==> src/include/clg_consts.svh <==
`ifndef CLG_CONSTS_SVH
`define CLG_CONSTS_SVH

// Register byte offsets
`define CLG_OFF_CTRL 8'h00
`define CLG_OFF_INV 8'h04
`define CLG_OFF_CONN 8'h08
`define CLG_OFF_TIME 8'h0c
`define CLG_OFF_LIMIT 8'h10
`define CLG_OFF_STATUS 8'h14
`define CLG_OFF_COUNT 8'h18
`define CLG_OFF_HOURS 8'h1c

// Control bit positions
`define CLG_CTRL_RETAIN 0
`define CLG_CTRL_PROG 1
`define CLG_CTRL_PROT 2

// Special function input positions in sf_in; INV and CONN hold them four bits higher
`define CLG_SF_SET 0
`define CLG_SF_RST 1
`define CLG_SF_TRG 2
`define CLG_SF_DIR 3
`define CLG_SF_EN 4
`define CLG_SF_INV 5
`define CLG_SF_RAL 6

// Reset values
`define CLG_RST_CTRL 3'h0
`define CLG_RST_INV 11'h000
`define CLG_RST_CONN 11'h7ff
`define CLG_RST_TIME 18'h00000
`define CLG_RST_LIMIT 16'h000a

// Timing: clock period, hundredth tick, program cycle (ns)
`define CLG_CLK_NS 5
`define CLG_HUND_NS 10000000
`define CLG_PCYCLE_NS 100000
`define CLG_HUND_CYCLES (`CLG_HUND_NS / `CLG_CLK_NS)
`define CLG_PCYCLE_CYCLES (`CLG_PCYCLE_NS / `CLG_CLK_NS)

// Hundredths per second, minute, hour
`define CLG_H_PER_S 100
`define CLG_H_PER_M 6000
`define CLG_H_PER_HR 360000

`endif

==> src/include/clg_pkg.sv <==
package clg_pkg;

   // Time base of the configured time value
   typedef enum logic [1:0]
   {
      CLG_TB_SEC = 2'b00,
      CLG_TB_MIN = 2'b01,
      CLG_TB_HR = 2'b11
   } clg_tbase_e;

   // Timer of the special function, Gray along idle-run-done
   typedef enum logic [1:0]
   {
      CLG_TM_IDLE = 2'b00,
      CLG_TM_RUN = 2'b01,
      CLG_TM_DONE = 2'b11
   } clg_tstate_e;

endpackage

==> src/verilog/clg_top.sv <==
`timescale 1ns/1ps
`default_nettype none
`include "clg_consts.svh"

module clg_top
#(
   parameter int ADDR_W = 8,
   parameter int CNT_W = 16,
   parameter int HUND_CYCLES = `CLG_HUND_CYCLES,
   parameter int PCYCLE_CYCLES = `CLG_PCYCLE_CYCLES
)
(
   input wire logic clk,
   input wire logic rst_n,
   input wire logic psel,
   input wire logic penable,
   input wire logic pwrite,
   input wire logic [ADDR_W-1:0] paddr,
   input wire logic [31:0] pwdata,
   output logic [31:0] prdata,
   output logic pready,
   output logic pslverr,
   input wire logic [3:0] gate_in,
   input wire logic [6:0] sf_in,
   input wire logic power_ok,
   output logic [4:0] gate_q,
   output logic sf_q
);

   localparam int SYN_W = 12;

   // Elaboration guard against settings the logic cannot serve
   if (HUND_CYCLES < 1 || PCYCLE_CYCLES < 2 || CNT_W < 2 || CNT_W > 32
       || ADDR_W < 5)
   begin : g_bad_param
      $error("clg_top: unsupported parameter value");
   end

   // Hundredths for a time value in its base
   function automatic logic [26:0] time_to_hund(input logic [17:0] t);
      logic [26:0] hi;
      logic [26:0] lo;
      hi = {19'h00000, t[7:0]};
      lo = {19'h00000, t[15:8]};
      case (clg_pkg::clg_tbase_e'(t[17:16]))
         clg_pkg::CLG_TB_MIN:
            time_to_hund = 27'(hi * `CLG_H_PER_M + lo * `CLG_H_PER_S);
         clg_pkg::CLG_TB_HR:
            time_to_hund = 27'(hi * `CLG_H_PER_HR + lo * `CLG_H_PER_M);
         default:
            time_to_hund = 27'(hi * `CLG_H_PER_S + lo);
      endcase
   endfunction

   logic [2:0] ctrl_reg;
   logic [10:0] inv_reg;
   logic [10:0] conn_reg;
   logic [17:0] time_reg;
   logic [15:0] limit_reg;
   logic [SYN_W-1:0] s1_reg;
   logic [SYN_W-1:0] s2_reg;
   logic [SYN_W-1:0] s3_reg;
   logic [SYN_W-1:0] stab_reg;
   logic [31:0] hdiv_reg;
   logic [31:0] pdiv_reg;
   logic hund_tick;
   logic prog_tick;
   logic [3:0] gprev_reg;
   logic [6:0] sfprev_reg;
   logic [CNT_W-1:0] cnt_reg;
   logic latch_reg;
   clg_pkg::clg_tstate_e tstate_reg;
   logic [26:0] tleft_reg;
   logic [31:0] hours_reg;
   logic [3:0] g_in;
   logic [6:0] f_in;
   logic pwr_on;
   logic retain;
   logic param_open;
   logic wr_en;
   logic rd_en;
   logic trg_rise;
   logic [CNT_W-1:0] lim_ext;

   ////////////////////////////////////////////////////////////////////
   // Pin synchronisers: a change counts once stages two and three agree
   always_ff @(posedge clk or negedge rst_n)
   begin
      if (!rst_n)
      begin
         s1_reg <= '0;
         s2_reg <= '0;
         s3_reg <= '0;
         stab_reg <= '0;
      end
      else
      begin
         s1_reg <= {power_ok, sf_in, gate_in};
         s2_reg <= s1_reg;
         s3_reg <= s2_reg;
         for (int i = 0; i < SYN_W; i++)
         begin
            if (s2_reg[i] == s3_reg[i])
               stab_reg[i] <= s3_reg[i];
         end
      end
   end

   assign pwr_on = stab_reg[11];
   assign retain = ctrl_reg[`CLG_CTRL_RETAIN];

   // Inversion per input, then open special function inputs forced to zero
   always_comb
   begin
      for (int i = 0; i < 4; i++)
      begin
         g_in[i] = stab_reg[i] ^ inv_reg[i];
      end
      for (int i = 0; i < 7; i++)
      begin
         f_in[i] = conn_reg[4+i] ? (stab_reg[4+i] ^ inv_reg[4+i]) : 1'b0;
      end
   end

   ////////////////////////////////////////////////////////////////////
   // Hundredth and program-cycle ticks; halted while power is off
   always_ff @(posedge clk or negedge rst_n)
   begin
      if (!rst_n)
      begin
         hdiv_reg <= '0;
         pdiv_reg <= '0;
      end
      else if (pwr_on)
      begin
         hdiv_reg <= hund_tick ? '0 : hdiv_reg + 32'h00000001;
         pdiv_reg <= prog_tick ? '0 : pdiv_reg + 32'h00000001;
      end
   end

   assign hund_tick = pwr_on && (hdiv_reg == 32'(HUND_CYCLES - 1));
   assign prog_tick = pwr_on && (pdiv_reg == 32'(PCYCLE_CYCLES - 1));

   ////////////////////////////////////////////////////////////////////
   // Basic gates, evaluated once per program cycle
   // Prior-cycle copy of inputs feeds the edge evaluation
   always_ff @(posedge clk or negedge rst_n)
   begin
      if (!rst_n)
      begin
         gprev_reg <= 4'h0; // No false edge right after reset
         sfprev_reg <= 7'h00;
      end
      else if (prog_tick)
      begin
         for (int i = 0; i < 4; i++)
         begin
            gprev_reg[i] <= conn_reg[i] ? g_in[i] : 1'b1;
         end
         sfprev_reg <= f_in;
      end
   end

   // Open inputs: one for edge NAND, zero for OR, NOR, XOR
   always_ff @(posedge clk or negedge rst_n)
   begin
      logic [3:0] one_def;
      logic [3:0] zero_def;
      if (!rst_n)
         gate_q <= 5'h14; // NOR and NOT high for all-zero inputs
      else if (prog_tick)
      begin
         one_def = g_in | ~conn_reg[3:0];
         zero_def = g_in & conn_reg[3:0];
         gate_q[0] <= (~&one_def) && (&gprev_reg);
         gate_q[1] <= |zero_def;
         gate_q[2] <= ~|zero_def;
         gate_q[3] <= zero_def[0] ^ zero_def[1];
         gate_q[4] <= ~zero_def[0];
      end
   end

   ////////////////////////////////////////////////////////////////////
   // Special function: counter on trigger edges, direction-selected
   assign trg_rise = f_in[`CLG_SF_TRG] && !sfprev_reg[`CLG_SF_TRG];
   assign lim_ext = CNT_W'(limit_reg);

   always_ff @(posedge clk or negedge rst_n)
   begin
      if (!rst_n)
         cnt_reg <= '0;
      else if (!pwr_on && !retain)
         cnt_reg <= '0;
      else if (prog_tick)
      begin
         if (f_in[`CLG_SF_RST] || f_in[`CLG_SF_RAL])
            cnt_reg <= '0;
         else if (f_in[`CLG_SF_EN] && trg_rise)
         begin
            if (f_in[`CLG_SF_DIR])
               cnt_reg <= cnt_reg - 1'b1;
            else
               cnt_reg <= cnt_reg + 1'b1;
         end
      end
   end

   // Set latch; reset wins over set
   always_ff @(posedge clk or negedge rst_n)
   begin
      if (!rst_n)
         latch_reg <= 1'b0;
      else if (!pwr_on && !retain)
         latch_reg <= 1'b0;
      else if (prog_tick)
      begin
         if (f_in[`CLG_SF_RST] || f_in[`CLG_SF_RAL])
            latch_reg <= 1'b0;
         else if (f_in[`CLG_SF_EN] && f_in[`CLG_SF_SET])
            latch_reg <= 1'b1;
      end
   end

   // Timer started by trigger, counts hundredths; frozen while off if retain is set, else cleared
   always_ff @(posedge clk or negedge rst_n)
   begin
      if (!rst_n)
      begin
         tstate_reg <= clg_pkg::CLG_TM_IDLE;
         tleft_reg <= '0;
      end
      else if (!pwr_on && !retain)
      begin
         tstate_reg <= clg_pkg::CLG_TM_IDLE;
         tleft_reg <= '0;
      end
      else if (prog_tick && (f_in[`CLG_SF_RST] || f_in[`CLG_SF_RAL]))
      begin
         tstate_reg <= clg_pkg::CLG_TM_IDLE;
         tleft_reg <= '0;
      end
      else if (prog_tick && f_in[`CLG_SF_EN] && trg_rise)
      begin
         tstate_reg <= clg_pkg::CLG_TM_RUN;
         tleft_reg <= time_to_hund(time_reg);
      end
      else
      begin
         case (tstate_reg)
            clg_pkg::CLG_TM_RUN:
            begin
               // Remaining time resumes after power returns if retain is set
               if (hund_tick && f_in[`CLG_SF_EN])
               begin
                  if (tleft_reg <= 27'h0000001)
                  begin
                     tstate_reg <= clg_pkg::CLG_TM_DONE;
                     tleft_reg <= '0;
                  end
                  else
                     tleft_reg <= tleft_reg - 27'h0000001;
               end
            end
            clg_pkg::CLG_TM_DONE: tstate_reg <= clg_pkg::CLG_TM_DONE;
            default: tstate_reg <= clg_pkg::CLG_TM_IDLE;
         endcase
      end
   end

   // Output: reset forces low regardless of invert
   always_ff @(posedge clk or negedge rst_n)
   begin
      if (!rst_n)
         sf_q <= 1'b0;
      else if (!pwr_on && !retain)
         sf_q <= 1'b0;
      else if (prog_tick)
      begin
         if (f_in[`CLG_SF_RST])
            sf_q <= 1'b0;
         else
            sf_q <= (latch_reg || (cnt_reg >= lim_ext)
                     || tstate_reg == clg_pkg::CLG_TM_DONE)
                    ^ f_in[`CLG_SF_INV];
      end
   end

   // Operating time in hundredths; untouched by power loss
   always_ff @(posedge clk or negedge rst_n)
   begin
      if (!rst_n)
         hours_reg <= '0;
      else if (hund_tick && sf_q)
         hours_reg <= hours_reg + 32'h00000001;
   end

   ////////////////////////////////////////////////////////////////////
   // APB slave: one wait state, so read data comes from a flip-flop
   assign wr_en = psel && penable && pready && pwrite;
   assign rd_en = psel && penable && !pready && !pwrite;
   assign param_open = !ctrl_reg[`CLG_CTRL_PROT]
                       || ctrl_reg[`CLG_CTRL_PROG];

   always_ff @(posedge clk or negedge rst_n)
   begin
      if (!rst_n)
      begin
         pready <= 1'b0;
         pslverr <= 1'b0;
      end
      else
      begin
         pready <= psel && penable && !pready;
         case (paddr[4:0])
            5'h00, 5'h04, 5'h08, 5'h0c, 5'h10, 5'h14, 5'h18, 5'h1c:
               pslverr <= psel && penable && !pready
                          && (paddr[ADDR_W-1:5] != '0 || paddr[1:0] != 2'h0);
            default: pslverr <= psel && penable && !pready;
         endcase
      end
   end

   // Register writes; parameter writes dropped while locked
   always_ff @(posedge clk or negedge rst_n)
   begin
      if (!rst_n)
      begin
         ctrl_reg <= `CLG_RST_CTRL;
         inv_reg <= `CLG_RST_INV;
         conn_reg <= `CLG_RST_CONN;
         time_reg <= `CLG_RST_TIME;
         limit_reg <= `CLG_RST_LIMIT;
      end
      else if (wr_en && !pslverr)
      begin
         case (paddr)
            `CLG_OFF_CTRL: ctrl_reg <= pwdata[2:0];
            `CLG_OFF_INV: inv_reg <= pwdata[10:0];
            `CLG_OFF_CONN: conn_reg <= pwdata[10:0];
            `CLG_OFF_TIME:
               if (param_open)
                  time_reg <= pwdata[17:0];
            `CLG_OFF_LIMIT:
               if (param_open)
                  limit_reg <= pwdata[15:0];
            default: ctrl_reg <= ctrl_reg;
         endcase
      end
   end

   // Read mux; locked parameters read as zero
   always_ff @(posedge clk or negedge rst_n)
   begin
      if (!rst_n)
         prdata <= '0;
      else if (rd_en)
      begin
         case (paddr)
            `CLG_OFF_CTRL: prdata <= {29'h0, ctrl_reg};
            `CLG_OFF_INV: prdata <= {21'h0, inv_reg};
            `CLG_OFF_CONN: prdata <= {21'h0, conn_reg};
            `CLG_OFF_TIME:
               prdata <= param_open ? {14'h0, time_reg} : '0;
            `CLG_OFF_LIMIT:
               prdata <= param_open ? {16'h0, limit_reg} : '0;
            `CLG_OFF_STATUS:
               prdata <= {24'h0, (tstate_reg == clg_pkg::CLG_TM_RUN),
                          sf_q, gate_q, pwr_on};
            `CLG_OFF_COUNT: prdata <= 32'(cnt_reg);
            `CLG_OFF_HOURS: prdata <= hours_reg;
            default: prdata <= '0;
         endcase
      end
   end

endmodule
`default_nettype wire
==> config.mk <==
export PLATFORM = sky130hd
export DESIGN_NAME = clg_top
export DESIGN_NICKNAME = d
export VERILOG_FILES = /design/src/include/clg_pkg.sv /design/src/verilog/clg_top.sv
export VERILOG_INCLUDE_DIRS = /design/src /design/src/include
export SDC_FILE = /design/constraint.sdc
export NUM_CORES = 1
export LEC_CHECK = 0
export BUFFER_PORTS_ARGS = -buffer_cell sky130_fd_sc_hd__buf_2
export CAP_MARGIN = 20
export CORE_MARGIN = 8
export CORE_UTILIZATION = 55
export CTS_BUF_LIST = sky130_fd_sc_hd__clkbuf_8
export CTS_CLUSTER_DIAMETER = 150
export DETAILED_ROUTE_END_ITERATION = 8
export PLACE_DENSITY = 0.77
export SYNTH_ARGS = -nofsm -noshare
export SYNTH_HDL_FRONTEND = slang
export SYNTH_SLANG_ARGS = --single-unit
==> constraint.sdc <==
create_clock -name clk -period 8.8 [get_ports clk]
set_clock_uncertainty 0.15 [all_clocks]
set_input_delay 1.32 -clock clk [delete_from_list [all_inputs] [get_ports clk]]
set_output_delay 1.32 -clock clk [all_outputs]
set_load 0.005 [all_outputs]
---- Word level (Yosys, flattened, before mapping) ----
Cells that the tools add are included.
storage, ports and cells
  word-level logic and storage cells ...... 198
  bits in registers ....................... 296
cells by class
  equal/unequal tests ..................... 34
  reduce and logical (&&, ||, !) cells .... 55
  order comparisons ....................... 2
  $add $sub $neg .......................... 9
  bitwise operators ....................... 17
  multipliers ............................. 5
  multiplexer cells ....................... 42
operators with widths
  operator               number
  $pmux 32 s8            1
  $mux 27                6
  $add 32x1->32 const B  3
  $mux 16                6
  $mux 32                2
  $pmux 27 s2            1
  $mul 8x9->17 const B   2
  $eq 32x15->1 const B   1
  $eq 32x21->1 const B   1
  $eq 8x5->1 const B     4
  $add 27x21->27         1
  $le 27x1->1 const B    1
  $sub 27x1->27 const B  1
  $mul 8x5->13 const B   2
  $add 21x15->22         1
  $mul 8x13->21 const B  1
  $eq 5x5->1 const B     4
  $logic_and 1x1->1      19
  $mux 1                 19
  $mux 18                1
  $add 15x8->16          1
  $add 16x1->16 const B  1
  $eq 8x4->1 const B     2
  $ge 16x16->1           1
  27 further kinds       82

---- Depth between registers and ports, before layout ----
Gate-level depths: netlist of run 1.
  depth after elaboration ................. 8
  mapped depth ............................ 24
  mapped depth without buffers ............ 24

---- Worst setup path before layout of run 1 ----
Ideal clock, no wire load.
  kind .................................... flip-flop to flip-flop
  from .................................... register time_reg[13]
  to ...................................... register tleft_reg[21]
  arrival time ............................ 5.565 ns
  stages on the path, launching flop included .. 23
  period minus slack after synthesis ...... 5.830 ns
  slack ................................... 2.970 ns
  cell sequence ........................... dfrtp_1 fa_1 inv_1 fa_1 inv_1 fa_1 inv_1 fa_1 inv_1 ha_1 o21a_1 or3_1 a31oi_1 xnor2_1 ha_1 nand2_1 nor3_1 a221oi_1 a21oi_1 a31oi_1 o21ai_0 xnor2_1 o311ai_0
between the ends
  cells in the longest elaborated chain, start to end .. 6
  elaborated cells between the ends (all ways) .. 8
  classes of those cells .................. 2 x add/sub; 2 x mul; 4 x mux
ends and longest elaborated chain
  what                                                               RTL line        source
  from (decl)                                                        clg_top.sv:58   logic [17:0] time_reg;
  from (signal assigned)                                             clg_top.sv:331  time_reg <= `CLG_RST_TIME;
  from (signal assigned)                                             clg_top.sv:342  time_reg <= pwdata[17:0];
  $mul 8x9->17 (no source line) or $mul 8x5->13 (tied branches)      -
  $add 27x21->27 (no source line) or $add 21x15->22 (tied branches)  -
  $pmux 27 s2 (*)                                                    clg_top.sv:45   case (clg_pkg::clg_tbase_e'(t[17:16]))
  $mux 27 (*)                                                        clg_top.sv:242  else if (prog_tick && f_in[`CLG_SF_EN] && trg_rise)
  $mux 27 (*)                                                        clg_top.sv:237  else if (prog_tick && (f_in[`CLG_SF_RST] || f_in[`CLG_SF_RAL]))
  $mux 27 (*)                                                        clg_top.sv:232  else if (!pwr_on && !retain)
  to (signal assigned)                                               clg_top.sv:245  tleft_reg <= time_to_hund(time_reg);
  to (signal assigned)                                               clg_top.sv:261  tleft_reg <= tleft_reg - 27'h0000001;
  to (decl)                                                          clg_top.sv:73   logic [26:0] tleft_reg;
Every way passes the cells marked *; elsewhere a longest branch is shown, timed or not.
A chain may end at the register's enable or synchronous reset.

---- Worst setup path after layout of run 1 ----
Same ends and word-level chain as after synthesis.

==> results of run 1 <==
## critical path: stages (launching register included)
cell,delay (ns)
dfrtp_1,0.56
fa_1,0.60
inv_1,0.07
fa_1,0.54
inv_1,0.06
fa_1,0.54
inv_1,0.07
fa_1,0.53
inv_1,0.05
ha_1,0.33
o21a_1,0.14
or3_1,0.31
a31oi_1,0.21
xnor2_1,0.22
ha_1,0.34
nand2_1,0.09
nor3_1,0.04
a221oi_1,0.45
a21oi_1,0.20
a31oi_1,0.30
o21ai_0,0.22
xnor2_1,0.17
o311ai_0,0.34
## power groups by stage
stage               Sequential [mW]  Combinational (mW)  Clock (mW)
floorplan                      1.52               0.553           0
global route                   1.54               0.853        1.28
finish                         1.53               0.765        1.19
CTS                            1.53               0.761        1.22
global placement               1.54               0.730           0
detailed placement             1.55               0.755           0
## path summary, 6_finish.rpt
kind | slack, ns | cells past startpoint | start | endpoint
worst max-delay path | 2.18 | 22 | time_reg[13]$_DFFE_PN0P_ | tleft_reg[21]$_DFFE_PN0P_
worst min-delay path | 0.20 | 0 | s1_reg[4]$_DFF_PN0_ | s2_reg[4]$_DFF_PN0_
worst max register to register | 2.18 | 22 | time_reg[13]$_DFFE_PN0P_ | tleft_reg[21]$_DFFE_PN0P_
worst min register to register | 0.20 | 0 | s1_reg[4]$_DFF_PN0_ | s2_reg[4]$_DFF_PN0_
max in group asynchronous | 6.24 | 2 | rst_n | s3_reg[4]$_DFF_PN0_
min in group asynchronous | 0.70 | 1 | rst_n | prdata[16]$_DFFE_PN0P_
## kinds of logic after synthesis
| group | after synthesis | synth area share |
|---|---|---|
| xor gates and xnor gates | 201 | 0.0813 |
| muxes | 60 | 0.0308 |
| adders and majority gates | 323 | 0.215 |
| DFF | 294 | 0.340 |
| and+or+nand+nor | 640 | 0.147 |
| buffers and inverters | 283 | 0.0500 |
| AOI/OAI and AO/OA | 440 | 0.135 |
## cells in the mapped netlist (all sizes together), types with 9 or more instances
library cell / instances / share of area
dfrtp: 279 / 0.32
inv: 233 / 0.040
ha: 224 / 0.13
nand2: 180 / 0.031
nor2: 143 / 0.025
xnor2: 128 / 0.052
o21ai: 105 / 0.024
a21oi: 96 / 0.022
fa: 87 / 0.080
nand3: 80 / 0.018
xor2: 73 / 0.030
mux2: 54 / 0.028
nor3: 46 / 0.012
clkbuf: 35 / 0.0061
nand4: 34 / 0.0098
a21o: 31 / 0.011
a31oi: 26 / 0.0075
nor4: 24 / 0.0082
a22oi: 23 / 0.0080
and3: 22 / 0.0064
nor2b: 20 / 0.0058
o21bai: 19 / 0.0066
and2: 16 / 0.0046
buf: 15 / 0.0036
dfstp: 15 / 0.018
nand2b: 15 / 0.0043
or2: 15 / 0.0043
a22o: 13 / 0.0053
o21a: 13 / 0.0045
maj3: 12 / 0.0055
o22ai: 12 / 0.0038
and4: 11 / 0.0044
a211oi: 10 / 0.0035
a221oi: 10 / 0.0040
or3: 9 / 0.0026
## layout make-up
class                   count  area, sq um
fillers                  3239        15100
multi-input cells        1664        13200
flip-flops and latches    294         7380
inverters                 233          875
clock buffers              56          771
well taps                 518          648
repair buffers             98          553
clock inverters            21          173
diodes                      2         5.00
## routing by layer
metal  routed length, um  up-vias  global-route usage
li1                    -     8071                   -
met1               24200     8469               0.313
met2               25800      534               0.390
met3                2980      131              0.0360
met4                2120        0              0.0985
met5                   0        -                   0
==> results.sh, run 1 <==
export IMPL_run_status="completed"
export IMPL_gr_usage_all_layers=0.238
export IMPL_syn_cell_area_sq_um=21700
export IMPL_io_pins=97
export IMPL_cts_resized=0
export IMPL_max_freq_mhz=151
export IMPL_timing_final_crit_share=0.753
export IMPL_drtIter0Drc=1502
export IMPL_grt_pass1_wl_um=90400
export IMPL_drtPass1Iterations=8
export IMPL_holdBufCountCts=0
export IMPL_critPathKind="reg2reg"
export IMPL_irDropWorstVdd_uv=115
export IMPL_dpl_hpwl_um=41800
export IMPL_syn_inst=2241
export IMPL_worstSetupStartpointType="flip-flop"
export IMPL_syn_nets=2609
export IMPL_initial_core_util=0.559
export IMPL_maxCapViolations=0
export IMPL_yosys_warnings=0
export IMPL_antenna_left=0
export IMPL_cp_max_fo=9
export IMPL_wl_per_cell_um=19.1
export IMPL_synth_cell_types=87
export IMPL_antenna_found_initial=2
export IMPL_routed_wl_um=55100
export IMPL_final_hold_viol_count=0
export IMPL_grt_max_degree=167
export IMPL_cts_made_buffers=44
export IMPL_drive_gt1_frac=0.114
export IMPL_synthArstFlopShare=1.00
export IMPL_dieArea_sq_um=46000
export IMPL_gp_congestion=0.945
export IMPL_h_tree_depth=2
export IMPL_yosysSeqAreaShare=0.340
export IMPL_core_sq_um=38700
export IMPL_final_common_cell="dfrtp_1"
export IMPL_end_kind="flip-flop"
export IMPL_ys_flop_type="dfrtp_1"
export IMPL_fin_util=0.610
export IMPL_rows=72
export IMPL_clock_latency_ns=0.56
export IMPL_hold_worst_slack_ns=0.197
export IMPL_cts_tree="built"
export IMPL_finalInstanceArea_sq_um=23600
export IMPL_p_per_area_nw_per_um2=148
export IMPL_worst_slack_ns=2.18
export IMPL_tightestPinTransition_ns=1.13
export IMPL_dr_total_vias=17200
export IMPL_period_needed_ns=6.62
export IMPL_drv_slew=0
export IMPL_vias_per_cell=5.96
export IMPL_combPwrFrac=0.219
export IMPL_syn_area_per_cell_sq_um=9.67
export IMPL_slew_headroom=0.249
export IMPL_drc_errors=0
export IMPL_portBuffers=82
export IMPL_clockPowerShare=0.342
export IMPL_p_sw_mw=1.08
export IMPL_layout_common_cells="dfrtp_1 (279), inv_1 (245), ha_1 (224), nand2_1 (179), nor2_1 (141)"
export IMPL_die_x_um=214
export IMPL_pwr_share_seq=0.438
export IMPL_post_dp_cell_area_sq_um=22700
export IMPL_synth_edf_count=0
export IMPL_cts_buffer_depth=3
export IMPL_post_cts_buffers=0
export IMPL_fin_setup_tns_ns=0
export IMPL_dp_cells=2807
export IMPL_grt_pass1_vias=17500
export IMPL_intPower_mw=2.40
export IMPL_rsz0062_at_grt="false"
export IMPL_cp_arrival_ns=6.92
export IMPL_die_h_um=214
export IMPL_root_buffer="clkbuf_8"
export IMPL_p_leak_nw=11.5
export IMPL_final_cells=2886
export IMPL_cts_sinks=294
export IMPL_overflow=0
export IMPL_layout_nets=2703
export IMPL_post_place_ws_ns=2.24
export IMPL_clk_pin_slew_ns=0.07
export IMPL_synth_seq_cells=294
export IMPL_area_delta_synth_final_pct=9.02
export IMPL_total_power_mw=3.49
export IMPL_required_ns=9.10
export IMPL_p_sw_frac=0.310
export IMPL_min_path_type="reg2reg"
export IMPL_setup_viol=0
(Power assumes the default switching activity.)
==> inputs of run 2 (changes only) <==
--- a/config.mk
+++ b/config.mk
@@ -13,7 +13,7 @@
 export CTS_BUF_LIST = sky130_fd_sc_hd__clkbuf_8
 export CTS_CLUSTER_DIAMETER = 150
 export DETAILED_ROUTE_END_ITERATION = 8
-export PLACE_DENSITY = 0.77
+export PLACE_DENSITY = 0.8
 export SYNTH_ARGS = -nofsm -noshare
 export SYNTH_HDL_FRONTEND = slang
 export SYNTH_SLANG_ARGS = --single-unit
==> constraint.sdc (replaced) <==
create_clock -name clk -period 6 [get_ports clk]
set_clock_uncertainty 0.15 [all_clocks]
set_input_delay 0.9 -clock clk [delete_from_list [all_inputs] [get_ports clk]]
set_output_delay 0.9 -clock clk [all_outputs]
set_load 0.005 [all_outputs]
==> results.sh, run 2 (synthesis results as in run 1) <==
export IMPL_gp_congestion=0.982
export IMPL_final_common_cell="dfrtp_1"
export IMPL_gr_usage_all_layers=0.246
export IMPL_antenna_found_initial=2
export IMPL_cts_buffer_depth=3
export IMPL_fin_setup_tns_ns=0
export IMPL_hold_worst_slack_ns=0.196
export IMPL_overflow=0
export IMPL_intPower_mw=3.70
export IMPL_combPwrFrac=0.248
export IMPL_drtIter0Drc=1237
export IMPL_tightestPinTransition_ns=1.11
export IMPL_period_needed_ns=5.83
export IMPL_die_x_um=214
export IMPL_multi_input_area_sq_um=13400
export IMPL_core_sq_um=38700
export IMPL_met3_usage=0.0354
export IMPL_clk_pin_slew_ns=0.07
export IMPL_p_sw_mw=1.66
export IMPL_pwr_share_seq=0.417
export IMPL_cts_sinks=294
export IMPL_slew_headroom=0.263
export IMPL_fillers=3114
export IMPL_regArea_sq_um=7380
export IMPL_drc_errors=0
export IMPL_global_route_usage_met1=0.320
export IMPL_maxCapViolations=0
export IMPL_cp_arrival_ns=6.14
export IMPL_p_per_area_nw_per_um2=218
export IMPL_dr_total_vias=17600
export IMPL_io_pins=97
export IMPL_run_status="completed"
export IMPL_reg2reg_to="tleft_reg[18]$_DFFE_PN0P_"
export IMPL_r2r_cells=27
export IMPL_vias_per_cell=5.91
export IMPL_clock_latency_ns=0.57
export IMPL_cts_tree="built"
export IMPL_regToRegStartpoint="time_reg[13]$_DFFE_PN0P_"
export IMPL_crit_slowest_cell="fa_1"
export IMPL_end_kind="flip-flop"
export IMPL_setup_viol=0
export IMPL_p_sw_frac=0.310
export IMPL_timing_final_crit_share=0.972
export IMPL_worstSetupStartpointType="flip-flop"
export IMPL_slowest_delay_ns=0.56
export IMPL_final_hold_viol_count=0
export IMPL_critPathKind="reg2reg"
export IMPL_drv_slew=0
export IMPL_hold_end="s2_reg[4]$_DFF_PN0_"
export IMPL_die_h_um=214
export IMPL_clockPowerShare=0.334
export IMPL_dieArea_sq_um=46000
export IMPL_grt_max_degree=108
export IMPL_layout_common_cells="dfrtp_1 (277), inv_1 (240), ha_1 (217), nand2_1 (179), nor2_1 (141)"
export IMPL_h_tree_depth=2
export IMPL_min_path_cells=0
export IMPL_initial_core_util=0.559
export IMPL_root_buffer="clkbuf_8"
export IMPL_wl_per_cell_um=19.3
export IMPL_p_leak_nw=12.0
export IMPL_max_freq_mhz=171
export IMPL_rows=72
export IMPL_drive_gt1_frac=0.166
export IMPL_irDropWorstVdd_uv=236
export IMPL_r2r_setup_slack_ns=0.17
export IMPL_portBuffers=82
export IMPL_worstHoldStart="s1_reg[4]$_DFF_PN0_"
export IMPL_area_delta_synth_final_pct=13.5
export IMPL_cts_made_buffers=45
export IMPL_drtPass1Iterations=6
export IMPL_cp_max_fo=3
export IMPL_grt_pass1_wl_um=93200
export IMPL_required_ns=6.31
export IMPL_min_path_type="reg2reg"
export IMPL_layout_nets=2798
export IMPL_antenna_left=0
export IMPL_grt_pass1_vias=18100
export IMPL_routed_wl_um=57700
export IMPL_grt_use_met2=0.405
export IMPL_grt_busiest_layer="met2"
export IMPL_dpl_hpwl_um=44300
run 2: critical path: cells and delay by family (launching register included):
| family | cells | cell delay [ns] |
|---|---|---|
| AO/OA/AOI/OAI | 8 | 1.10 |
| XOR/XNOR | 1 | 0.16 |
| adder cells (fa/ha/maj) | 6 | 2.60 |
| buffers and inverters | 9 | 0.69 |
| flip-flops | 1 | 0.41 |
| AND/OR/NAND/NOR | 3 | 0.59 |
run 2: final cells by class:
| cell class | instances | area share |
|---|---|---|
| multi-input cells | 1664 | 0.546 |
| flip-flops and latches | 294 | 0.300 |
| repair buffers | 192 | 0.0513 |
| inverters | 233 | 0.0356 |
| clock buffers | 58 | 0.0325 |
| well taps | 518 | 0.0264 |
| clock inverters | 24 | 0.00768 |
| diodes | 2 | 0.000204 |
run 2: metal layers:
layer  part of all wire  up-vias
met5                  0        -
met4              0.043        0
met3              0.065      155
met2               0.47      604
met1               0.42     8640
li1                   -     8234
run 2: per-stage QoR:
stage	std cells	setup WS, ns	util	power (mW)	instance area, sq um
6_report	2985	0.165	0.635	5.36	24600
5_1_grt	2984	-0.0555	0.635	5.63	24600
4_1_cts	2974	0.00241	0.628	5.30	24300
3_5_place_dp	2891	-0.301	0.601	3.49	23300
3_3_place_gp	2891	-0.259	0.601	3.42	23300
2_1_floorplan	2241	0.170	-	3.04	21700
run 2: power by group through the flow:
stage,clock network (mW),logic (mW),registers [mW]
global route,1.91,1.47,2.25
global placement,0,1.17,2.26
detailed placement,0,1.22,2.26
CTS,1.82,1.25,2.23
floorplan,0,0.811,2.23
finish,1.79,1.33,2.24
run 2: repair_timing:
action | in CTS | in global routing
pin swaps | 8 | 26
setup endpoints to repair | 8 | 12
resized for setup | 9 | 44
cloned | 0 | 0
hold buffers | 0 | 0
hold endpoints to repair | 0 | 0
setup buffers | 1 | 10
run 2: worst max path at each step:
stage / start / endpoint / cells past startpoint
2_1_floorplan: time_reg[13]$_DFFE_PN0P_ / tleft_reg[21]$_DFFE_PN0P_ / 22
3_3_place_gp: time_reg[13]$_DFFE_PN0P_ / tleft_reg[25]$_DFFE_PN0P_ / 25
3_5_place_dp: time_reg[13]$_DFFE_PN0P_ / tleft_reg[25]$_DFFE_PN0P_ / 25
4_1_cts: time_reg[15]$_DFFE_PN0P_ / tleft_reg[18]$_DFFE_PN0P_ / 25
5_1_grt: time_reg[13]$_DFFE_PN0P_ / tleft_reg[18]$_DFFE_PN0P_ / 24
6_report: time_reg[13]$_DFFE_PN0P_ / tleft_reg[18]$_DFFE_PN0P_ / 27
